File: src/design/wake_defs.svh
`ifndef WAKE_DEFS_SVH
`define WAKE_DEFS_SVH

////////////////////////////////////////////////////////////////////////////////
// Register indices; byte address is index times four
`define WAKE_IDX_STATUS_ONE 6'h04
`define WAKE_IDX_STATUS_FIVE 6'h08
`define WAKE_IDX_RESERVED 6'h09
`define WAKE_IDX_ENABLE_ONE 6'h0a
`define WAKE_IDX_ENABLE_FIVE 6'h0e
`define WAKE_IDX_GLOBAL 6'h10
`define WAKE_IDX_PENDING 6'h11
`define WAKE_IDX_SOURCE 6'h12

// Word index field of the byte address
`define WAKE_ADDR_IDX_MSB 7
`define WAKE_ADDR_IDX_LSB 2

////////////////////////////////////////////////////////////////////////////////
// Reset values, applied only by the standby-supply power-on reset
`define WAKE_STATUS_RESET 8'h00
`define WAKE_ENABLE_RESET 8'h00
`define WAKE_GLOBAL_RESET 1'b0
`define WAKE_RDATA_RESET 32'h0000_0000
`define WAKE_REQ_N_RESET 1'b1

////////////////////////////////////////////////////////////////////////////////
// Field positions of status and enable register one
`define WAKE_ONE_RSVD_BIT 0
`define WAKE_ONE_RING_TWO_BIT 1
`define WAKE_ONE_RING_ONE_BIT 2
`define WAKE_ONE_KEYBOARD_BIT 3
`define WAKE_ONE_MOUSE_BIT 4
`define WAKE_ONE_SPECIFIC_KEY_BIT 5
`define WAKE_ONE_FAN_ONE_BIT 6
`define WAKE_ONE_FAN_TWO_BIT 7
`define WAKE_ONE_USED_MASK 8'hfe

// Global enable bit and pending-view layout
`define WAKE_GLOBAL_BIT 0
`define WAKE_PEND_ONE_LSB 0
`define WAKE_PEND_FIVE_LSB 8
`define WAKE_PEND_ANY_BIT 16
`define WAKE_SRC_ONE_LSB 0
`define WAKE_SRC_FIVE_LSB 8

`endif

File: src/design/wake_pkg.sv
package wake_pkg;

  // One wake register byte
  typedef logic [7:0] wake_byte_t;
  // APB data word
  typedef logic [31:0] apb_word_t;
  // APB byte address
  typedef logic [7:0] apb_addr_t;
  // Register word index
  typedef logic [5:0] reg_index_t;

endpackage : wake_pkg

File: src/design/wake_event_status_enable.sv
// Register access over APB is this design's own decision.
`timescale 1ns/1ps
`default_nettype none
`include "wake_defs.svh"

module wake_event_status_enable (
  // Clock and standby-supply power-on reset
  input wire logic pclk,
  input wire logic presetn,
  // APB slave
  input wire logic psel,
  input wire logic penable,
  input wire logic pwrite,
  input wire wake_pkg::apb_addr_t paddr,
  input wire wake_pkg::apb_word_t pwdata,
  input wire logic [3:0] pstrb,
  output var wake_pkg::apb_word_t prdata,
  output logic pready,
  output var logic pslverr,
  // Wake sources of group one
  input wire logic ring_indicator_two,
  input wire logic ring_indicator_one,
  input wire logic keyboard_wake,
  input wire logic mouse_wake,
  input wire logic specific_key_wake,
  input wire logic fan_speed_one_wake,
  input wire logic fan_speed_two_wake,
  // Wake sources gpio_five_zero .. gpio_five_seven
  input wire wake_pkg::wake_byte_t gpio_wake,
  // Shared wake request, active low
  output var logic wake_request_out_n
);
  import wake_pkg::*;

  //////////////////////////////////////////////////////////////////////////////
  // Register map, one byte per word in byte lane 0, except the pending and source views, which are wider
  //   idx 04 status one, write one to clear
  //   idx 08 status five, write one to clear
  //   idx 09 reserved, reads zero, writes dropped
  //   idx 0a enable one, bit 0 not stored
  //   idx 0e enable five, gates status five
  //   idx 10 global enable in bit 0
  //   idx 11 pending view, read only
  //   idx 12 live source view, read only
  // Other words answer with pslverr and zero data
  //
  // Group one layout, shared by status one and enable one
  //   bit 0 reserved, never set and never stored
  //   bit 1 ring_indicator_two
  //   bit 2 ring_indicator_one
  //   bit 3 keyboard_wake
  //   bit 4 mouse_wake
  //   bit 5 specific_key_wake
  //   bit 6 fan_speed_one_wake
  //   bit 7 fan_speed_two_wake
  //
  // Pending view: [7:0] group one, [15:8] group five, [16] combined request
  // Source view: [7:0] group one levels, [15:8] gpio levels
  //
  // Bus timing, zero wait states
  //   setup edge: read data and error flag loaded
  //   access edge: write lands, master takes read data
  //   read data and error stand until the next setup edge
  //   pstrb[0] low drops a write silently
  //
  // Limitation: presetn is the only reset, so every bit lives in the
  // standby domain; main-supply, soft and hard resets are not inputs
  // Trade-off: zero wait states, so read data is fetched at the setup edge

  //////////////////////////////////////////////////////////////////////////////
  // Storage
  wake_byte_t wake_status_one;
  wake_byte_t wake_status_five;
  wake_byte_t wake_enable_one;
  wake_byte_t wake_enable_five;
  logic global_wake_enable;
  wake_byte_t next_status_one;
  wake_byte_t next_status_five;

  //////////////////////////////////////////////////////////////////////////////
  // Bus decode
  wire reg_index_t reg_index;
  wire logic setup_phase;
  wire logic access_phase;
  wire logic write_fire;
  wire wake_byte_t write_byte;
  wire logic hit_status_one;
  wire logic hit_status_five;
  wire logic hit_reserved;
  wire logic hit_enable_one;
  wire logic hit_enable_five;
  wire logic hit_global;
  wire logic hit_pending;
  wire logic hit_source;
  wire logic hit_any;
  // Per-register write strobes
  wire logic write_status_one;
  wire logic write_status_five;
  wire logic write_enable_one;
  wire logic write_enable_five;
  wire logic write_global;

  // Zero-wait slave: read data is captured in the setup cycle
  assign reg_index = paddr[`WAKE_ADDR_IDX_MSB:`WAKE_ADDR_IDX_LSB];
  assign setup_phase = psel & ~penable;
  assign access_phase = psel & penable;
  // Registers sit in byte lane 0, so only that strobe lets a write through
  assign write_fire = access_phase & pwrite & pstrb[0];
  assign write_byte = pwdata[7:0];
  assign pready = 1'b1;

  // Address hits
  assign hit_status_one = (reg_index == `WAKE_IDX_STATUS_ONE);
  assign hit_status_five = (reg_index == `WAKE_IDX_STATUS_FIVE);
  assign hit_reserved = (reg_index == `WAKE_IDX_RESERVED);
  assign hit_enable_one = (reg_index == `WAKE_IDX_ENABLE_ONE);
  assign hit_enable_five = (reg_index == `WAKE_IDX_ENABLE_FIVE);
  assign hit_global = (reg_index == `WAKE_IDX_GLOBAL);
  assign hit_pending = (reg_index == `WAKE_IDX_PENDING);
  assign hit_source = (reg_index == `WAKE_IDX_SOURCE);
  assign hit_any = hit_status_one | hit_status_five | hit_reserved | hit_enable_one |
                   hit_enable_five | hit_global | hit_pending | hit_source;

  // Read-only and reserved words get no strobe, so writes there land nowhere
  assign write_status_one = write_fire & hit_status_one;
  assign write_status_five = write_fire & hit_status_five;
  assign write_enable_one = write_fire & hit_enable_one;
  assign write_enable_five = write_fire & hit_enable_five;
  assign write_global = write_fire & hit_global;

  //////////////////////////////////////////////////////////////////////////////
  // Source vectors
  wire wake_byte_t source_one;
  wire wake_byte_t source_five;
  wire wake_byte_t clear_one;
  wire wake_byte_t clear_five;

  // Group one packed in the enable-one layout; reserved bit never fires
  assign source_one[`WAKE_ONE_RSVD_BIT] = 1'b0;
  assign source_one[`WAKE_ONE_RING_TWO_BIT] = ring_indicator_two;
  assign source_one[`WAKE_ONE_RING_ONE_BIT] = ring_indicator_one;
  assign source_one[`WAKE_ONE_KEYBOARD_BIT] = keyboard_wake;
  assign source_one[`WAKE_ONE_MOUSE_BIT] = mouse_wake;
  assign source_one[`WAKE_ONE_SPECIFIC_KEY_BIT] = specific_key_wake;
  assign source_one[`WAKE_ONE_FAN_ONE_BIT] = fan_speed_one_wake;
  assign source_one[`WAKE_ONE_FAN_TWO_BIT] = fan_speed_two_wake;
  // Sources are taken as synchronous; pins need synchronising upstream
  // Bit n of gpio_wake is pin 5n
  assign source_five = gpio_wake;

  // Write-one-to-clear masks; zeros written clear nothing
  assign clear_one = write_status_one ? write_byte : 8'h00;
  assign clear_five = write_status_five ? write_byte : 8'h00;

  //////////////////////////////////////////////////////////////////////////////
  // Sticky status latches, one per bit
  // A source held high keeps re-setting its bit, so a clear only sticks
  // once the source has dropped; software clears, then re-reads
  genvar g;
  generate
    for (g = 0; g < 8; g = g + 1) begin : g_status
      // Set beats clear, so an event in the clearing cycle is kept
      assign next_status_one[g] = source_one[g] | (wake_status_one[g] & ~clear_one[g]);
      assign next_status_five[g] = source_five[g] | (wake_status_five[g] & ~clear_five[g]);
    end
  endgenerate

  // Only presetn clears; main-supply, soft and hard resets never reach here
  always_ff @(posedge pclk or negedge presetn) begin
    if (!presetn) begin
      wake_status_one <= `WAKE_STATUS_RESET;
      wake_status_five <= `WAKE_STATUS_RESET;
    end else begin
      wake_status_one <= next_status_one;
      wake_status_five <= next_status_five;
    end
  end

  //////////////////////////////////////////////////////////////////////////////
  // Enable registers and global enable
  // Enable one; reserved bit 0 is not stored, so it always reads zero
  always_ff @(posedge pclk or negedge presetn) begin
    if (!presetn) begin
      wake_enable_one <= `WAKE_ENABLE_RESET;
    end else if (write_enable_one) begin
      wake_enable_one <= write_byte & `WAKE_ONE_USED_MASK;
    end
  end

  // Enable five gates status five; its word index is a local choice
  always_ff @(posedge pclk or negedge presetn) begin
    if (!presetn) begin
      wake_enable_five <= `WAKE_ENABLE_RESET;
    end else if (write_enable_five) begin
      wake_enable_five <= write_byte;
    end
  end

  // Global enable starts off, so nothing wakes before software opts in
  always_ff @(posedge pclk or negedge presetn) begin
    if (!presetn) begin
      global_wake_enable <= `WAKE_GLOBAL_RESET;
    end else if (write_global) begin
      global_wake_enable <= write_byte[`WAKE_GLOBAL_BIT];
    end
  end

  //////////////////////////////////////////////////////////////////////////////
  // Wake request gating
  wire wake_byte_t pending_one;
  wire wake_byte_t pending_five;
  wire logic pending_any;
  wire logic any_one;
  wire logic any_five;

  // Disabled sources stay visible in status yet are masked here
  assign pending_one = wake_status_one & wake_enable_one;
  assign pending_five = wake_status_five & wake_enable_five;
  // With global enable set, either group alone is enough to pull the request
  assign any_one = |pending_one;
  assign any_five = |pending_five;
  assign pending_any = global_wake_enable & (any_one | any_five);

  // Registered so the pin never glitches while status bits change
  // Costs one cycle between a status or enable change and the pin
  always_ff @(posedge pclk or negedge presetn) begin
    if (!presetn) begin
      wake_request_out_n <= `WAKE_REQ_N_RESET;
    end else begin
      wake_request_out_n <= ~pending_any;
    end
  end

  //////////////////////////////////////////////////////////////////////////////
  // Read data selection
  wire apb_word_t word_status_one;
  wire apb_word_t word_status_five;
  wire apb_word_t word_enable_one;
  wire apb_word_t word_enable_five;
  wire apb_word_t word_global;
  wire apb_word_t word_pending;
  wire apb_word_t word_source;
  wire apb_word_t word_reserved;
  wire apb_word_t read_word;
  wire apb_word_t next_prdata;
  wire logic next_pslverr;

  assign word_status_one = {24'h00_0000, wake_status_one};
  assign word_status_five = {24'h00_0000, wake_status_five};
  assign word_enable_one = {24'h00_0000, wake_enable_one};
  assign word_enable_five = {24'h00_0000, wake_enable_five};
  assign word_global = {31'h0000_0000, global_wake_enable};
  // Pending view: enabled-and-set bits plus the combined request
  assign word_pending = {15'h0000, pending_any, pending_five, pending_one};
  // Live source levels, handy to see what is still holding a bit set
  assign word_source = {16'h0000, source_five, source_one};

  // Reserved word is all zero; its writes have no strobe to land on
  assign word_reserved = `WAKE_RDATA_RESET;

  // Reserved location and unmapped space both read zero
  assign read_word = hit_status_one ? word_status_one :
                     hit_status_five ? word_status_five :
                     hit_reserved ? word_reserved :
                     hit_enable_one ? word_enable_one :
                     hit_enable_five ? word_enable_five :
                     hit_global ? word_global :
                     hit_pending ? word_pending :
                     hit_source ? word_source :
                     `WAKE_RDATA_RESET;

  // Writes return zero data; every unmapped word raises an error
  assign next_prdata = pwrite ? `WAKE_RDATA_RESET : read_word;
  assign next_pslverr = ~hit_any;

  // Captured in setup, held through access and after it
  always_ff @(posedge pclk or negedge presetn) begin
    if (!presetn) begin
      prdata <= `WAKE_RDATA_RESET;
      pslverr <= 1'b0;
    end else if (setup_phase) begin
      prdata <= next_prdata;
      pslverr <= next_pslverr;
    end
  end

endmodule : wake_event_status_enable

`default_nettype wire

File: config.mk
export PLATFORM = sky130hd
export DESIGN_NAME = wake_event_status_enable
export DESIGN_NICKNAME = d
export VERILOG_FILES = /design/src/design/wake_pkg.sv /design/src/design/wake_event_status_enable.sv
export VERILOG_INCLUDE_DIRS = /design/src /design/src/design
export SDC_FILE = /design/constraint.sdc
export NUM_CORES = 1
export LEC_CHECK = 0
export BUFFER_PORTS_ARGS = -buffer_cell sky130_fd_sc_hd__clkbuf_2
export CAP_MARGIN = 20
export CORE_ASPECT_RATIO = 2
export CORE_MARGIN = 10
export CORE_UTILIZATION = 39
export CTS_BUF_LIST = sky130_fd_sc_hd__clkbuf_4
export DETAILED_ROUTE_END_ITERATION = 16
export PLACE_DENSITY = 0.66
export SLEW_MARGIN = 40
export SYNTH_ARGS = -nofsm -noshare
export SYNTH_HDL_FRONTEND = slang
export SYNTH_SLANG_ARGS = --single-unit
File: constraint.sdc
create_clock -name pclk -period 2.1 [get_ports pclk]
set_input_delay 0.105 -clock pclk [delete_from_list [all_inputs] [get_ports pclk]]
set_output_delay 0.105 -clock pclk [all_outputs]
set_load 0.01 [all_outputs]
== Word level (Yosys, flattened, before mapping) ==
Index checks and enable logic that the tools add are counted.

* Register bits: 66
* Output and inout port bits: 35

* Equal/unequal tests: 8
* Muxes and demuxes: 11
* Bitwise operators: 70
* Reductions and logical operators: 2

{| class="wikitable"
|+ Operators with widths
! operator !! count
|-
| 2-to-1 mux 17 bit || 8
|-
| bitwise AND 1 bit || 26
|-
| equality test 6 x 4 -> 1 bit (second input constant) || 4
|-
| bitwise OR 1 bit || 23
|-
| NOT 1 bit || 19
|-
| equality test 6 x 5 -> 1 bit (second input constant) || 3
|-
| bitwise AND 8 bit || 2
|-
| 2-to-1 mux 16 bit || 1
|-
| 2-to-1 mux 8 bit || 2
|-
| OR reduction 8 bit || 2
|-
| equality test 6 x 3 -> 1 bit (second input constant) || 1
|}

== Depth between registers and ports, before layout ==
Gate-level depths: netlist of run 1.

* Word-level depth: 12
* Depth in mapped cells: 7
* Depth with buffers taken out: 5

== Worst setup path after synthesis of run 1 ==
Ideal clock, no wire load.

* Path kind: input-to-reg
* Start point: input paddr[2]
* End point: register prdata[2]
* Setup time: 0.131 ns
* Arrival: 1.694 ns
* Data required time: 1.969 ns
* Path slack: 0.274 ns
* Stages on the path: 7
* Path buffers: 2
* Cell sequence: buf_2 or4b_1 or3_1 buf_2 o21ai_1 a31oi_1 or3_1

* Cells in the longest elaborated chain, start to end: 10
* Elaborated cells on any way between the ends: 17
* Classes of those cells: 8 x eq/ne; 9 x mux

{| class="wikitable"
|+ RTL lines
! what !! line !! text
|-
| start: declaration || wake_event_status_enable.sv:14 || <nowiki>input wire wake_pkg::apb_addr_t paddr,</nowiki>
|-
| equality test 6 x 5 -> 1 bit (no source line) || - ||
|-
| 2-to-1 mux 16 bit (no source line) || - ||
|-
| 2-to-1 mux 17 bit (no source line) (6 in a row) || - ||
|-
| 2-to-1 mux 17 bit (no source line) * || - ||
|-
| 2-to-1 mux 17 bit * || wake_event_status_enable.sv:273 || <nowiki>assign next_prdata = pwrite ? `WAKE_RDATA_RESET : read_word;</nowiki>
|-
| end signal: assignment || wake_event_status_enable.sv:279 || <nowiki>prdata <= `WAKE_RDATA_RESET;</nowiki>
|-
| end signal: assignment || wake_event_status_enable.sv:282 || <nowiki>prdata <= next_prdata;</nowiki>
|-
| end: declaration || wake_event_status_enable.sv:17 || <nowiki>output var wake_pkg::apb_word_t prdata,</nowiki>
|}

Every way passes the cells marked *; elsewhere a longest branch is shown, timed or not.
A chain may end at the register's enable or synchronous reset.

== Worst setup path in the final report of run 1 ==
* Start point: input paddr[5]
* End point: register wake_status_one[4]

* Cells in the longest elaborated chain, start to end: 6

{| class="wikitable"
|+ RTL lines
! what !! line !! text
|-
| equality test 6 x 3 -> 1 bit (no source line) || - ||
|-
| bitwise AND 1 bit || wake_event_status_enable.sv:125 || <nowiki>assign write_status_one = write_fire & hit_status_one;</nowiki>
|-
| 2-to-1 mux 8 bit || wake_event_status_enable.sv:152 || <nowiki>assign clear_one = write_status_one ? write_byte : 8'h00;</nowiki>
|-
| NOT 1 bit || wake_event_status_enable.sv:163 || <nowiki>assign next_status_one[g] = source_one[g] | (wake_status_one[g] & ~clear_one[g]);</nowiki>
|-
| bitwise AND 1 bit || wake_event_status_enable.sv:163 ||
|-
| bitwise OR 1 bit || wake_event_status_enable.sv:163 ||
|-
| via next_status_one[4] || wake_event_status_enable.sv:77 || <nowiki>wake_byte_t next_status_one;</nowiki>
|-
| end signal: assignment || wake_event_status_enable.sv:171 || <nowiki>wake_status_one <= `WAKE_STATUS_RESET;</nowiki>
|-
| end signal: assignment || wake_event_status_enable.sv:174 || <nowiki>wake_status_one <= next_status_one;</nowiki>
|-
| end: declaration || wake_event_status_enable.sv:72 || <nowiki>wake_byte_t wake_status_one;</nowiki>
|}

The timed path passes the listed nets, and every way through them passes these cells.

==> impl_metrics.json, run 1 <==
{
  "path_clk_slew_ns": 0.14,
  "syn_inst": 266,
  "final_nets": 421,
  "r2r_cells": 5,
  "drt_iter0_markers": 204,
  "cts_buffers": 5,
  "synth_cell_types": 42,
  "crit_fanout": 10,
  "cts_root_buf": "clkbuf_4",
  "finalSetupViolations": 0,
  "final_common_cell": "clkbuf_2",
  "area_growth_pct": 27.3,
  "final_max_slew_viol_count": 0,
  "start_util_pct": 40.1,
  "cp_top_family": "simple AND/OR/NAND/NOR gates",
  "clockBufferDepth": 2,
  "reg2reg_slack_ns": 0.43,
  "remaining_drc_errors": 0,
  "ys_ff_latch": 51,
  "rr_startpoint": "wake_status_five[7]",
  "grt_overflow": 0,
  "synth_edf_count": 0,
  "holdCritStartpoint": "pwdata[7]",
  "grt_pass1_vias": 2539,
  "cts_setup_buffers": 0,
  "end_kind": "register",
  "die_y_um": 137,
  "num_antenna_cells": 0,
  "cts_tree": "done",
  "via_per_inst": 5.48,
  "first_pass_iters": 4,
  "die_area_um2": 10700,
  "htreeDepth": 2,
  "crit_required_ns": 2.39,
  "clk_latency_ns": 0.38,
  "grt_pass1_wl_um": 12900,
  "num-fill-cells": 673,
  "clock_skew_ns": 0.00589,
  "die_w_um": 78.3,
  "status": "completed",
  "worstPathArrival_ns": 2.27,
  "post-route-util_pct": 51.1,
  "drive_above_1_share_pct": 29.3,
  "cp_slowest_stage_delay_ns": 0.56,
  "routed_wl_um": 8030,
  "wire_per_inst_um": 18.0,
  "power_density_nw_per_um2": 496,
  "yosys_warnings": 0,
  "dp.final_hpwl_um": 6080,
  "hold_class": "in -> reg",
  "worst-setup-path-type": "in -> reg",
  "rsz0062_at_grt": "no",
  "finalCritPeriodShare_pct": 94.5,
  "crit_path_cell_trace": "clkbuf_2, or4b_1, or3_4, nor2_2, buf_4, nand2_1, a21o_1, dlygate4sd3_1",
  "cap_violations": 0,
  "hold_end": "wake_enable_one[7]",
  "tns_ns": 0,
  "cts.sinks": 51,
  "slowest_stage": "or4b_1",
  "seq_area_frac_synth_pct": 48.1,
  "core_um2": 6620,
  "hold_viol": 0,
  "io_buffers": 53,
  "path_buf_inv": 3,
  "row_count": 42,
  "worstHoldPathCells": 2,
  "fmax_mhz": 504,
  "final_cell_mix": "clkbuf_2 (53), dfrtp_1 (50), nand2_1 (47)",
  "crit_path_start_kind": "input pin",
  "ant_nets": 0,
  "avgSynthCellArea_um2": 9.98,
  "netlist_area_um2": 2660,
  "max-vdd-ir-drop_mv": 0.421,
  "synth_ff_type": "dfrtp_1",
  "synthArstFlopShare_pct": 100,
  "r2r-end": "prdata[16]",
  "slew_headroom_pct": 58.4,
  "vias": 2446,
  "io_pins": 99,
  "worst_slew_pin_slew_ns": 0.624,
  "grt_max_degree": 29,
  "p_leak_nw": 1.48,
  "antenna_found_initial": 0,
  "gp_congestion": 0.862,
  "grt_util_all_layers_pct": 15.2,
  "fin_crit_ns": 1.99
}
state kept, by name, indices dropped and copies added, names as in the netlist:
register / flops
wake_request_out_n: 1
global_wake_enable: 1
pslverr: 1
prdata: 17
wake_status_five: 8
wake_status_one: 8
wake_enable_one: 7
wake_enable_five: 8
worst reg2reg max path, cell delays in order, from the launching register on:
cell and delay [ns]:
dfrtp_1 0.44, a22o_1 0.25, a221oi_1 0.35, nand3_1 0.11, o21ai_0 0.28, o21ai_0 0.13
metal layers:
metal,wire [um],GRT usage (%),vias to the layer above
li1,-,-,1141
met1,2880,14.9,1194
met2,4320,28.0,91
met3,520,4.14,20
met4,309,8.02,0
met5,0,0,-
final cells by class:
type | count | area (um2) | area share (%)
Clock buffer | 6 | 45.0 | 1.33
Clock inverter | 2 | 8.76 | 0.259
Inverter | 2 | 7.51 | 0.222
Multi-Input combinational cell | 200 | 1260 | 37.2
Sequential cell | 51 | 1280 | 37.8
Tap cell | 88 | 110 | 3.26
Timing Repair Buffer | 97 | 676 | 20.0
cells by family (layout without fill, tap and decap cells):
group	after synthesis	in the layout	synth area share, %
AO/OA/AOI/OAI	86	86	23.1
AND/OR/NAND/NOR	82	82	15.0
flip-flops	51	51	48.1
buffers and inverters	29	107	6.74
multiplexers	16	16	6.79
other	2	16	0.283
cells in the mapped netlist, types with 2 or more instances:
cell / instances / area share, %
a211o_1: 6 / 2.0
a21o_1: 15 / 4.2
a21oi_1: 4 / 0.75
a22oi_1: 7 / 2.0
a31oi_1: 8 / 1.9
a32oi_1: 11 / 3.6
buf_2: 5 / 0.94
buf_4: 17 / 4.8
clkbuf_1: 5 / 0.71
conb_1: 2 / 0.28
dfrtp_1: 50 / 47
inv_1: 2 / 0.28
mux2_2: 16 / 6.8
nand2_1: 47 / 6.6
nand2b_1: 2 / 0.47
nand3_1: 7 / 1.3
nor2_1: 8 / 1.1
nor2b_1: 3 / 0.71
nor3_1: 2 / 0.38
nor4_1: 2 / 0.47
o21ai_0: 19 / 3.6
o221ai_1: 6 / 2.0
or3_1: 2 / 0.47
or4b_1: 2 / 0.75
worst max path at each step:
stage          startpoint            endpoint  slack, ns  cells past startpoint
6_report         paddr[5]  wake_status_one[4]       0.11                      8
5_1_grt          paddr[5]  wake_status_one[4]       0.08                      8
4_1_cts          paddr[5]  wake_status_one[4]       0.01                      8
3_5_place_dp     paddr[5]           prdata[2]       0.05                      6
3_3_place_gp     paddr[5]           prdata[2]       0.07                      6
2_1_floorplan    paddr[2]           prdata[2]       0.27                      7
through the flow:
step           setup WS, ns  area, um2  cells  total power [mW]  hold WS [ns]
6_report              0.115       3380    446              1.68       0.00797
5_1_grt              0.0837       3380    446              1.75      0.000204
4_1_cts              0.0144       3380    446              1.70       0.00193
3_5_place_dp         0.0472       3100    416              1.22         0.146
3_3_place_gp         0.0722       3100    416              1.22         0.140
2_1_floorplan         0.274       2710    280              1.13        -0.191
report_power, final:
group	switching, mW	total (mW)	internal, mW	leakage (nW)
Combinational	0.123	0.221	0.0981	0.820
Sequential	0.0136	1.01	0.997	0.624
Clock	0.305	0.444	0.139	0.0331
Total	0.441	1.68	1.23	1.48
what timing repair did:
action	4_1_cts	5_1_grt
hold endpoints to repair	45	0
endpoints found under the setup margin	0	1
hold buffers	22	0
resized for setup	0	1
No activity file was read; power rests on OpenSTA's default activity.
==> run 2: changes to the inputs <==
--- a/config.mk
+++ b/config.mk
@@ -14,6 +14,7 @@
 export CTS_BUF_LIST = sky130_fd_sc_hd__clkbuf_4
 export DETAILED_ROUTE_END_ITERATION = 16
 export PLACE_DENSITY = 0.66
+export SETUP_SLACK_MARGIN = 0.15
 export SLEW_MARGIN = 40
 export SYNTH_ARGS = -nofsm -noshare
 export SYNTH_HDL_FRONTEND = slang
==> impl_metrics.json, run 2 (synthesized netlist as in run 1, its figures left out) <==
{
  "holdCritStartpoint": "pwdata[7]",
  "remaining_drc_errors": 0,
  "worst-setup-path-type": "in -> reg",
  "cp_top_family": "simple AND/OR/NAND/NOR gates",
  "slew_headroom_pct": 58.2,
  "drive_above_1_share_pct": 29.1,
  "cap_violations": 0,
  "p_leak_nw": 1.47,
  "vias": 2449,
  "grt_pass1_vias": 2536,
  "fmax_mhz": 592,
  "final_max_slew_viol_count": 0,
  "crit_start": "paddr[5]",
  "crit_path_cell_trace": "clkbuf_2, or4b_1, or3_1, o21ai_1, a31oi_1, or3_1",
  "final_cell_mix": "clkbuf_2 (53), dfrtp_1 (50), nand2_1 (47)",
  "cts.sinks": 51,
  "cts_root_buf": "clkbuf_4",
  "crit_top_cell": "or3_1",
  "io_pins": 99,
  "regMostFlops": "prdata",
  "first_pass_iters": 4,
  "num-fill-cells": 673,
  "htreeDepth": 2,
  "grt_max_degree": 29,
  "final_nets": 420,
  "rr_startpoint": "wake_status_five[7]",
  "io_buffers": 53,
  "status": "completed",
  "grt_overflow": 0,
  "hold_viol": 0,
  "die_area_um2": 10700,
  "hold_class": "in -> reg",
  "dpl_worst_slack_ns": 0.0472,
  "gp_congestion": 0.862,
  "drt_iter0_markers": 203,
  "clockBufferDepth": 2,
  "num_antenna_cells": 0,
  "core_um2": 6620,
  "die_w_um": 78.3,
  "hold_slack_ns": 0.0110,
  "antenna_found_initial": 0,
  "worst_slew_pin_slew_ns": 0.627,
  "finalSetupViolations": 0,
  "crit_fanout": 10,
  "rsz0062_at_grt": "no",
  "cts_tree": "done",
  "layout_setup_ws_ns": 0.411,
  "largest_reg_flops": 17,
  "crit_required_ns": 2.38,
  "power_density_nw_per_um2": 497,
  "final_common_cell": "clkbuf_2",
  "tns_ns": 0,
  "grt_util_all_layers_pct": 15.2,
  "reg2reg_slack_ns": 0.44,
  "dp.final_hpwl_um": 6080,
  "area_growth_pct": 26.8,
  "row_count": 42,
  "path_buf_inv": 1,
  "cts_buffers": 5,
  "max-vdd-ir-drop_mv": 0.394,
  "grt_pass1_wl_um": 12900,
  "finalCritPeriodShare_pct": 80.4,
  "clk_latency_ns": 0.38,
  "fin_crit_ns": 1.69,
  "clock_skew_ns": 0.00677,
  "end_kind": "register",
  "die_y_um": 137,
  "path_clk_slew_ns": 0.13,
  "via_per_inst": 5.50,
  "start_util_pct": 40.1,
  "power_mw": 1.67,
  "routed_wl_um": 7990,
  "worstPathArrival_ns": 1.96,
  "cp_slowest_stage_delay_ns": 0.54,
  "wire_per_inst_um": 18.0,
  "ant_nets": 0,
  "crit_path_start_kind": "input pin",
  "slowest_stage": "or4b_1"
}
[run 2: cell types whose count changed in the layout (fill, tap and decap cells not counted)]
cell           previous run  this run
dlygate4sd3_1            22        21
or3_1                     1         2
or3_4                     1         0
[run 2: area by class of cell]
cell class              instances  area (um2)  area share, %
clock buffers                   6        45.0           1.34
multi-input cells             200        1250           37.2
clock inverters                 2        8.76          0.260
flip-flops and latches         51        1280           38.0
well taps                      88         110           3.27
repair buffers                 96         666           19.8
inverters                       2        7.51          0.223
[run 2: through the flow]
step / utilization, % / cell area (um2) / instances
after global placement: 46.8 / 3100 / 416
after detailed placement: 46.8 / 3100 / 416
after CTS: 50.8 / 3370 / 445
final: 50.8 / 3370 / 445
after global routing: 50.8 / 3370 / 445
after floorplan: - / 2710 / 280
[run 2: per-layer routing]
| layer | vias up | global-route usage, % | wire (um) |
|---|---|---|---|
| met1 | 1191 | 14.8 | 2740 |
| li1 | 1138 | - | - |
| met4 | 0 | 8.02 | 348 |
| met2 | 100 | 28.0 | 4310 |
| met3 | 20 | 4.14 | 596 |
| met5 | - | 0 | 0 |
[run 2: worst register-to-register path, delay by kind of cell (launching register included)]
| kind | cells | cell delay (ns) |
|---|---|---|
| and+or+nand+nor | 1 | 0.11 |
| DFF | 1 | 0.44 |
| AOI/OAI and AO/OA | 4 | 1.00 |
[run 2: what timing repair did]
action	in CTS	in global routing
hold buffers	21	0
hold endpoints to repair	45	0
resized for setup	0	0
setup buffers	0	0
[run 2: worst paths after layout]
check                                endpoint  depth (start not counted)
max                                 prdata[2]                          6
min                        wake_enable_one[7]                          2
max reg2reg                        prdata[16]                          5
min reg2reg                        prdata[16]                          2
max in group asynchronous  wake_request_out_n                          3
min in group asynchronous          prdata[14]                          2
[run 2: where the power goes]
part           leakage (nW)  internal (mW)  switching (mW)
registers             0.624          0.997          0.0136
clock network        0.0331          0.139           0.303
logic                 0.817         0.0979           0.123
total                  1.47           1.23           0.439
==> run 3: changes to the inputs <==
--- a/config.mk
+++ b/config.mk
@@ -13,7 +13,7 @@
 export CORE_UTILIZATION = 39
 export CTS_BUF_LIST = sky130_fd_sc_hd__clkbuf_4
 export DETAILED_ROUTE_END_ITERATION = 16
-export PLACE_DENSITY = 0.66
+export PLACE_DENSITY = 0.68
 export SETUP_SLACK_MARGIN = 0.15
 export SLEW_MARGIN = 40
 export SYNTH_ARGS = -nofsm -noshare
==> constraint.sdc (replaced) <==
create_clock -name pclk -period 1.5 [get_ports pclk]
set_input_delay 0.075 -clock pclk [delete_from_list [all_inputs] [get_ports pclk]]
set_output_delay 0.075 -clock pclk [all_outputs]
set_load 0.01 [all_outputs]
==> impl_metrics.json, run 3 (synthesized netlist as in run 1, its figures left out) <==
{
  "start_util_pct": 40.1,
  "p_leak_nw": 1.64,
  "fin_crit_ns": 1.45,
  "grt_overflow": 0,
  "crit_top_cell": "buf_6",
  "regMostFlops": "prdata",
  "status": "completed",
  "finalCritPeriodShare_pct": 97.0,
  "area_growth_pct": 39.5,
  "post-route-util_pct": 56.0,
  "clk_latency_ns": 0.37,
  "final_cell_mix": "clkbuf_2 (52), dfrtp_1 (50), nand2_1 (47)",
  "wl_met2_um": 4670,
  "antenna_found_initial": 1,
  "clockBufferDepth": 2,
  "finalSetupViolations": 0,
  "end_kind": "register",
  "design_area_um2": 3700,
  "first_pass_iters": 6,
  "crit_fanout": 5,
  "grt_util_all_layers_pct": 16.1,
  "grt_pass1_vias": 2800,
  "met3_length_um": 507,
  "largest_reg_flops": 17,
  "power_density_nw_per_um2": 653,
  "drive_above_1_share_pct": 37.2,
  "htreeDepth": 2,
  "io_pins": 99,
  "worst-setup-path-type": "in -> reg",
  "grt_pass1_wl_um": 13900,
  "io_buffers": 53,
  "final_nets": 450,
  "wl_met1_um": 2990,
  "routed.top_layer": "met4",
  "cp_slowest_stage_delay_ns": 0.53,
  "grt_max_degree": 39,
  "path_buf_inv": 2,
  "dp.final_hpwl_um": 6410,
  "row_count": 42,
  "path_clk_slew_ns": 0.14,
  "die_area_um2": 10700,
  "gp_congestion": 0.917,
  "place_area_um2": 3300,
  "crit_path_cell_trace": "buf_6, or4b_4, or3_4, buf_6, o21ai_2, a31oi_1, or3_1",
  "cts_buffers": 5,
  "cts_tree": "done",
  "final_max_slew_viol_count": 0,
  "critical_path_cell_count": 7,
  "worstPathArrival_ns": 1.72,
  "vias": 2605,
  "wire_per_inst_um": 18.0,
  "via_per_inst": 5.47,
  "ant_nets": 0,
  "slowest_stage": "or4b_4",
  "hold_viol": 0,
  "crit_required_ns": 1.77,
  "die_y_um": 137,
  "clock_skew_ns": 0.0180,
  "rsz0062_at_grt": "yes",
  "die_w_um": 78.3,
  "drt_iter0_markers": 223,
  "cts.sinks": 51,
  "routed_wl_um": 8550,
  "worstHoldPathCells": 3,
  "core_um2": 6620,
  "cap_violations": 0,
  "cp_top_family": "simple AND/OR/NAND/NOR gates",
  "r2r_cells": 5,
  "cts_root_buf": "clkbuf_4",
  "max-vdd-ir-drop_mv": 0.515,
  "crit_path_start_kind": "input pin",
  "final_common_cell": "clkbuf_2",
  "remaining_drc_errors": 0,
  "hold_class": "in -> reg",
  "fmax_mhz": 688
}
[run 3: changes by cell type in the layout (fill, tap and decap cells not counted), moves of 2 or more]
cell,previous run,this run
buf_4,20,43
o221ai_2,0,3
o221ai_1,6,3
or4b_4,0,2
o21ai_0,19,17
o21ai_2,0,2
or4b_1,2,0
dlygate4sd3_1,21,24
buf_6,0,6
[run 3: layer usage]
layer	up-vias	track usage, %
li1	1204	-
met1	1265	15.7
met2	105	30.4
met3	31	3.81
met4	0	8.42
met5	-	0
[run 3: final timing paths]
kind	startpoint	to	slack, ns
worst max-delay path	paddr[5]	prdata[2]	0.05
worst min-delay path	paddr[6]	pslverr	0.05
worst max register to register	wake_enable_five[7]	wake_request_out_n	0.16
worst min register to register	prdata[13]	prdata[13]	0.50
max in group asynchronous	presetn	wake_status_one[6]	0.81
min in group asynchronous	presetn	prdata[10]	0.13
[run 3: area by class of cell]
class                           count  area, um2
Fill cell                         635       2920
Multi-Input combinational cell    200       1340
Sequential cell                    51       1280
Timing Repair Buffer              126        911
Tap cell                           88        110
Clock buffer                        7       52.6
Inverter                            2       7.51
Clock inverter                      1       5.00
Antenna cell                        1       2.50
[run 3: report_power, final]
part	switching, mW	total [mW]	internal (mW)
combinational	0.195	0.367	0.172
sequential	0.0184	1.41	1.40
clock	0.420	0.639	0.220
[run 3: per-stage QoR]
stage | power (mW) | setup slack [ns] | setup TNS (ns) | std cells | hold WS (ns)
final | 2.42 | 0.0457 | 0 | 476 | 0.0533
after global routing | 2.53 | -0.00367 | -0.00367 | 476 | 0.0844
after CTS | 2.43 | 0.0306 | 0 | 474 | 0.0448
after detailed placement | 1.74 | -0.394 | -6.78 | 440 | 0.0209
after global placement | 1.74 | -0.352 | -6.17 | 440 | 0.0145
after floorplan | 1.58 | -0.257 | -2.73 | 280 | -0.221
[run 3: worst register-to-register path, stage by stage (launching register included)]
cell	delay, ns
dfrtp_1	0.40
a22o_1	0.25
a221oi_2	0.25
nand3_1	0.14
o21ai_2	0.16
buf_4	0.12
[run 3: what timing repair did]
| action | 4_1_cts | 5_1_grt |
|---|---|---|
| gates resized for setup | 9 | 11 |
| endpoints found under the hold margin | 84 | 0 |
| pin swaps | 4 | 15 |
| cloned | 1 | 0 |
| setup endpoints to repair | 16 | 20 |
| setup buffers | 1 | 1 |
| hold buffers | 24 | 0 |
